## src/dpwc_pkg.sv

```systemverilog
// Constants shared by the wiper command control block
package dpwc_pkg;
  localparam int unsigned WORD_W   = 24;
  localparam int unsigned CNT_W    = 5;
  localparam int unsigned WIPER_W  = 10;
  localparam int unsigned TAPS     = 1024;
  localparam int unsigned OP_HI    = 23;
  localparam int unsigned OP_LO    = 16;
  localparam int unsigned NIB_LO   = 20;
  localparam logic [CNT_W-1:0]   FRAME_BITS = 5'h18;
  localparam logic [CNT_W-1:0]   CNT_MAX    = 5'h1f;
  localparam logic [7:0]         OP_LOAD    = 8'hb0;
  localparam logic [7:0]         OP_INC     = 8'he0;
  localparam logic [7:0]         OP_STORE   = 8'h20;
  localparam logic [7:0]         OP_RESTORE = 8'h10;
  localparam logic [3:0]         NIB_RESET  = 4'h8;
  localparam logic [WIPER_W-1:0] WIPER_MAX  = 10'h3ff;
  localparam logic [WIPER_W-1:0] WIPER_ONE  = 10'h001;
  localparam logic [WIPER_W-1:0] NV_INIT    = 10'h000;
  localparam logic [WORD_W-1:0]  WORD_ZERO  = 24'h000000;
endpackage

```

## src/dpwc_cmd_if.sv

```systemverilog
// Received command word and serial echo bit between link and core
`timescale 1ns/1ps
`default_nettype none
interface dpwc_cmd_if;
  logic                         valid;
  logic [dpwc_pkg::WORD_W-1:0]  word;
  logic                         echo_bit;
  modport src (output valid, output word, output echo_bit);
  modport dst (input valid, input word, input echo_bit);
endinterface
`default_nettype wire

```

## src/dpwc_link.sv

```systemverilog
// Serial frame receiver and echo shifter, oversampling the link clock
`timescale 1ns/1ps
`default_nettype none
module dpwc_link (
  // Clock and reset
  input  wire logic core_clk_in,
  input  wire logic rst_n_in,
  // Serial pins
  input  wire logic sclk_in,
  input  wire logic cs_n_in,
  input  wire logic serial_in,
  // Core side
  dpwc_cmd_if.src   cmd
);
  logic [2:0] s1;
  logic [2:0] s2;
  logic       sclk_d;
  logic       cs_n_d;
  logic [dpwc_pkg::WORD_W-1:0] in_shift, out_shift, prev_word;
  logic [dpwc_pkg::CNT_W-1:0]  cnt;
  logic                        valid, echo_bit;
  logic [dpwc_pkg::WORD_W-1:0] next_in_shift, next_out_shift, next_prev_word;
  logic [dpwc_pkg::CNT_W-1:0]  next_cnt;
  logic                        next_valid, next_echo_bit;
  logic sclk_rise, sclk_fall, cs_fall, cs_rise;

  // Second stage only feeds logic; first stage is read by nothing else
  always_ff @(posedge core_clk_in) begin
    if (!rst_n_in) begin
      s1     <= 3'h7;
      s2     <= 3'h7;
      sclk_d <= 1'b1;
      cs_n_d <= 1'b1;
    end else begin
      s1     <= {sclk_in, cs_n_in, serial_in};
      s2     <= s1;
      sclk_d <= s2[2];
      cs_n_d <= s2[1];
    end
  end

  assign sclk_rise = s2[2] & ~sclk_d & ~s2[1];
  assign sclk_fall = ~s2[2] & sclk_d & ~s2[1];
  assign cs_fall   = ~s2[1] & cs_n_d;
  assign cs_rise   = s2[1] & ~cs_n_d;

  always_comb begin
    next_in_shift  = in_shift;
    next_out_shift = out_shift;
    next_prev_word = prev_word;
    next_cnt       = cnt;
    next_valid     = 1'b0;
    next_echo_bit  = echo_bit;
    if (cs_fall) begin
      next_cnt       = '0;
      next_out_shift = prev_word;
      next_echo_bit  = prev_word[dpwc_pkg::WORD_W-1];
    end else if (cs_rise) begin
      // Frames of any other length are dropped and not echoed
      if (cnt == dpwc_pkg::FRAME_BITS) begin
        next_prev_word = in_shift;
        next_valid     = 1'b1;
      end
    end else if (sclk_rise) begin
      next_in_shift = {in_shift[dpwc_pkg::WORD_W-2:0], s2[0]};
      if (cnt != dpwc_pkg::CNT_MAX) begin
        next_cnt = cnt + 5'h01;
      end
    end else if (sclk_fall) begin
      next_out_shift = {out_shift[dpwc_pkg::WORD_W-2:0], 1'b0};
      next_echo_bit  = out_shift[dpwc_pkg::WORD_W-2];
    end
  end

  always_ff @(posedge core_clk_in) begin
    if (!rst_n_in) begin
      in_shift  <= dpwc_pkg::WORD_ZERO;
      out_shift <= dpwc_pkg::WORD_ZERO;
      prev_word <= dpwc_pkg::WORD_ZERO;
      cnt       <= '0;
      valid     <= 1'b0;
      echo_bit  <= 1'b0;
    end else begin
      in_shift  <= next_in_shift;
      out_shift <= next_out_shift;
      prev_word <= next_prev_word;
      cnt       <= next_cnt;
      valid     <= next_valid;
      echo_bit  <= next_echo_bit;
    end
  end

  assign cmd.valid    = valid;
  assign cmd.word     = prev_word;
  assign cmd.echo_bit = echo_bit;
endmodule
`default_nettype wire

```

## src/dpwc_core.sv

```systemverilog
// Wiper command control: decode, wiper register, store, tap select
`timescale 1ns/1ps
`default_nettype none
module dpwc_core (
  // Clock and reset
  input  wire logic                         core_clk_in,
  input  wire logic                         rst_n_in,
  // Serial link
  input  wire logic                         sclk_in,
  input  wire logic                         cs_n_in,
  input  wire logic                         serial_in,
  output logic                              serial_out,
  // Control pins
  input  wire logic                         wp_n_in,
  input  wire logic                         preset_strobe_n_in,
  // Switch array
  output logic                              sw_a_out,
  output logic                              sw_b_out,
  output logic [dpwc_pkg::TAPS-1:0]         tap_sel_out,
  output logic [dpwc_pkg::WIPER_W-1:0]      wiper_out
);
  dpwc_cmd_if cmd_bus ();

  dpwc_link u_link (
    .core_clk_in (core_clk_in),
    .rst_n_in    (rst_n_in),
    .sclk_in     (sclk_in),
    .cs_n_in     (cs_n_in),
    .serial_in   (serial_in),
    .cmd         (cmd_bus)
  );

  logic [1:0]                    wp_s1, wp_s2;
  logic                          wp_ok, preset_act;
  logic                          boot;
  logic [dpwc_pkg::WIPER_W-1:0]  wiper_setting_register;
  logic [dpwc_pkg::WIPER_W-1:0]  nonvolatile_store;
  logic [dpwc_pkg::TAPS-1:0]     tap_sel;
  logic                          echo_pin;
  // End switches sit in a flop so that every pin leaves a register
  logic                          ends_on;
  logic [dpwc_pkg::WIPER_W-1:0]  next_wiper;
  logic [dpwc_pkg::WIPER_W-1:0]  next_nv;
  logic [dpwc_pkg::TAPS-1:0]     next_tap;
  logic [7:0]                    op;

  // Pins are asynchronous to the core clock
  // Both are slow levels, so one shared two-stage chain is enough
  always_ff @(posedge core_clk_in) begin
    if (!rst_n_in) begin
      wp_s1 <= 2'h3;
      wp_s2 <= 2'h3;
    end else begin
      wp_s1 <= {wp_n_in, preset_strobe_n_in};
      wp_s2 <= wp_s1;
    end
  end
  assign wp_ok      = wp_s2[1];
  assign preset_act = ~wp_s2[0];

  assign op = cmd_bus.word[dpwc_pkg::OP_HI:dpwc_pkg::OP_LO];

  always_comb begin
    next_wiper = wiper_setting_register;
    next_nv    = nonvolatile_store;
    if (boot || preset_act) begin
      next_wiper = nonvolatile_store;
    end else if (cmd_bus.valid) begin
      if (op == dpwc_pkg::OP_LOAD) begin
        next_wiper = cmd_bus.word[dpwc_pkg::WIPER_W-1:0];
      end else if (op == dpwc_pkg::OP_INC) begin
        // Saturate rather than wrap: a wrap would jump full to zero scale
        if (wiper_setting_register != dpwc_pkg::WIPER_MAX) begin
          next_wiper = wiper_setting_register + dpwc_pkg::WIPER_ONE;
        end
      end else if (op == dpwc_pkg::OP_STORE) begin
        if (wp_ok) begin
          next_nv = wiper_setting_register;
        end
      end else if (op == dpwc_pkg::OP_RESTORE ||
                   cmd_bus.word[dpwc_pkg::OP_HI:dpwc_pkg::NIB_LO] ==
                   dpwc_pkg::NIB_RESET) begin
        next_wiper = nonvolatile_store;
      end
    end
  end

  // One comparator per tap; the decoded word is registered before the pins
  genvar gi;
  generate
    for (gi = 0; gi < dpwc_pkg::TAPS; gi++) begin : g_tap
      assign next_tap[gi] = (wiper_setting_register ==
                             dpwc_pkg::WIPER_W'(gi));
    end
  endgenerate

  // Storage keeps its value under reset only in a real part; here reset
  // stands in for power-on and reloads the default
  always_ff @(posedge core_clk_in) begin
    if (!rst_n_in) begin
      boot                   <= 1'b1;
      wiper_setting_register <= dpwc_pkg::NV_INIT;
      nonvolatile_store      <= dpwc_pkg::NV_INIT;
      tap_sel                <= '0;
      echo_pin               <= 1'b0;
      ends_on                <= 1'b1;
    end else begin
      boot                   <= 1'b0;
      wiper_setting_register <= next_wiper;
      nonvolatile_store      <= next_nv;
      tap_sel                <= next_tap;
      echo_pin               <= cmd_bus.echo_bit;
      ends_on                <= 1'b1;
    end
  end

  assign serial_out  = echo_pin;
  assign sw_a_out    = ends_on;
  assign sw_b_out    = ends_on;
  assign tap_sel_out = tap_sel;
  assign wiper_out   = wiper_setting_register;
endmodule
`default_nettype wire

```

## config.mk

```make
export PLATFORM = sky130hd
export DESIGN_NAME = dpwc_core
export DESIGN_NICKNAME = d
export VERILOG_FILES = /design/src/dpwc_pkg.sv /design/src/dpwc_cmd_if.sv /design/src/dpwc_link.sv /design/src/dpwc_core.sv
export SDC_FILE = /design/constraint.sdc
export NUM_CORES = 1
export LEC_CHECK = 0
export ABC_CLOCK_PERIOD_IN_PS = 2150
export BUFFER_PORTS_ARGS = -buffer_cell sky130_fd_sc_hd__buf_4
export CORE_AREA = 2 2 405 407
export DETAILED_ROUTE_END_ITERATION = 8
export DIE_AREA = 0 0 407 409
export SLEW_MARGIN = 30
export SYNTH_ARGS = -nofsm -noshare
export SYNTH_HDL_FRONTEND = slang
export SYNTH_SLANG_ARGS = --single-unit
```

## constraint.sdc

```tcl
create_clock -name core_clk_in -period 2.15 [get_ports core_clk_in]
set_input_delay 0.215 -clock core_clk_in [delete_from_list [all_inputs] [get_ports core_clk_in]]
set_output_delay 0.215 -clock core_clk_in [all_outputs]
set_load 0.05 [all_outputs]
```

==> results.toml <==
[sta]
hold-worst-slack_ns = 0.409
hold_viol = 0
rsz0062_at_grt = "true"
fin_ws_ns = -0.122
totalNegativeSetupSlack_ns = -1.00
finalSetupViolations = 10
min_period_ns = 2.27
fin_skew_ns = 0.0412
slew_headroom_pct = 36.1
worst_slew_pin_slew_ns = 0.959
timing.fmax_ghz = 0.440
drv_slew = 0
fin_crit_sh_pct = 106

[cts]
cts-root-buf = "clkbuf_16"
cts_made_buffers = 112
insertion_delay_ns = 0.74
clock_sinks = 1136
clock_path_buffers = 3
htreeDepth = 3
clk_pin_slew_worst_paths_ns = 0.06
cts_tree = "done"

[drt]
postRouteAntennaNets = 0
drtPass1Iterations = 5
wl_per_cell_um = 22.0
vias = 25531
viasPerCell = 3.91
drc_errors = 0
drt-total-wl_um = 144000
drt_iter0_drc = 1835

[pwr]
p_switching_mw = 9.28
p_int_mw = 33.3
switching_share_pct = 21.8
p_leak_nw = 19.5
power.total_mw = 42.6
comb_power_share_pct = 1.6
p_seq_share_pct = 49.5
p_clk_share_pct = 48.8
ir_drop_mv = 0.768
cellPowerDensity_nw_per_um2 = 904

[setup_path]
worstPathArrival_ns = 2.88
path_buf_inv = 1
cp_max_fo = 5
crit_family = "compound AO/OA/AOI/OAI gates"
crit_slowest_cell = "or4_4"
start_kind = "flip-flop"
path_cells = "ha_4 > and3_4 > nand2_4 > or4_4 > a21o_1 > a21boi_4 > buf_12 > a21oi_2 > o221a_1"
required_ns = 2.76
crit_type = "reg2reg"
slowest_delay_ns = 0.52
end_kind = "flip-flop"

[final_layout]
finalNetCount = 4271
nFillCells = 16883
syn2layout_area_growth_pct = 51.7
stdcell_count = 6532
fin_util_pct = 29.1
mostFrequentLayoutCells = "buf_4 (1191), dfxtp_1 (1125), nor2_1 (1073)"
final_common_cell = "buf_4"
fin_area_sq_um = 47100
drive_gt1_share_pct = 34.7

[grt]
use_met3_pct = 3.64
grtUsageTotal_pct = 16.4
grt_pass1_vias = 25102
overflow = 0
antenna_found_initial = 9
gr-usage-met2_pct = 28.0
grt_pass1_wl_um = 192000
grt_max_degree = 89
top_usage_layer = "met2"
met1_usage_pct = 19.4

[synthesis]
synthCells = 3104
syn_area_sq_um = 31100
yosysSeqAreaShare_pct = 73.2
synthFlopType = "dfxtp_1"
ys_ff_latch = 1136
ys_async_sr_fraction_pct = 0
synth-edff-count = 0
avgSynthCellArea_sq_um = 10.0
synth.yosys.warnings = 0
ys_types = 52

[floorplan]
core_sq_um = 162000
die_y_um = 409
io_pins = 1044
dieArea_sq_um = 166000
initial_core_util_pct = 19.2
rows = 148
die_w_um = 407

[outcome]
status = "finished with violations"
violations = "setup timing"

[flow_run]
drv_cap = 0

[place]
place_congestion = 0.903
port_buffers = 1041
dp.cells = 6296
postPlaceCellArea_sq_um = 42900
dp_hpwl_um = 105000
place_ws_ns = -0.0419

[min_path]
hold_class = "reg2reg"
## Yosys cell counts, types with 4 or more instances
cell type     n  share of area, %
a211oi_1     24              0.58
a21oi_1      58              0.93
a21oi_2       4              0.11
and2_1       13              0.26
and3_1       11              0.22
buf_1        15              0.18
buf_2         5             0.081
clkbuf_1    187               2.3
dfxtp_1    1136                73
ha_1          9              0.36
inv_1         9              0.11
mux2i_1      31               1.0
nand2_1     399               4.8
nand2b_1     18              0.36
nand3_1      13              0.21
nor2_1     1080                13
nor2b_1      19              0.38
nor3_1        9              0.14
o21ai_0       4             0.064
o22ai_1       8              0.16
## metal layers
| metal | part of all wire [%] | wire length, um | vias up |
|---|---|---|---|
| li1 | - | - | 11851 |
| met3 | 7.0 | 10100 | 217 |
| met4 | 4.4 | 6250 | 0 |
| met5 | 0 | 0 | - |
| met2 | 49 | 69700 | 1106 |
| met1 | 40 | 57500 | 12357 |
## kinds of logic (layout without fill, tap and decap cells)
family	count (synthesis)	in the layout	synth area share, %
muxes	31	31	0.999
DFF	1136	1136	73.2
adders and majority gates	9	9	0.362
AOI/OAI and AO/OA	114	114	2.34
buffers and inverters	225	1472	2.95
and+or+nand+nor	1583	1583	20.0
other	1	7	0.0121
xor gates and xnor gates	5	5	0.141
## worst paths after layout
| kind | start | end | slack [ns] | cells past startpoint |
|---|---|---|---|---|
| hold reg to reg | u_link.s1[1]$_SDFF_PN1_ | u_link.s2[1]$_SDFF_PN1_ | 0.41 | 1 |
| setup reg to reg | wiper_out[0]$_SDFFE_PN0P_ | wiper_out[5]$_SDFFE_PN0P_ | -0.12 | 9 |
| setup / recovery | wiper_out[0]$_SDFFE_PN0P_ | wiper_out[5]$_SDFFE_PN0P_ | -0.12 | 9 |
| hold / removal | u_link.s1[1]$_SDFF_PN1_ | u_link.s2[1]$_SDFF_PN1_ | 0.41 | 1 |
## layout make-up
cell class,count,area [sq um],share of cell area (%)
Inverter,10,37.5,0.0797
Clock inverter,62,753,1.60
Multi-Input combinational cell,1744,7570,16.1
Clock buffer,149,3230,6.86
Sequential cell,1136,22800,48.3
Timing Repair Buffer,1251,10000,21.3
Antenna cell,5,12.5,0.0266
Tap cell,2175,2720,5.78
## power by group through the flow
stage / clock (mW) / sequential, mW / combinational (mW)
after detailed placement: 0 / 21.6 / 0.665
after floorplan: 0 / 21.6 / 0.292
after CTS: 21.2 / 21.1 / 0.700
after global placement: 0 / 21.6 / 0.661
after global routing: 22.0 / 21.1 / 0.741
final: 20.8 / 21.1 / 0.696
## registers in the layout, summed over array words and instances (netlist names)
name / flops
u_link.s2: 3
u_link.cnt: 5
u_link.sclk_d: 1
u_link.out_shift: 23
wp_s2: 2
u_link.cmd.valid: 1
tap_sel_out: 1024
u_link.cmd.word: 24
u_link.s1: 3
u_link.cmd.echo_bit: 1
wiper_out: 10
nonvolatile_store: 10
u_link.in_shift: 24
boot: 1
u_link.cs_n_d: 1
serial_out: 1
wp_s1: 2
## timing repair
action                     in CTS  in global routing
pin swaps                       2                 13
setup buffers                   3                  3
hold buffers                   11                  0
setup endpoints to repair       6                 18
gates resized for setup         5                 10
hold endpoints to repair       19                  0
cloned                          2                  1
No activity file was read; power rests on OpenSTA's default activity.
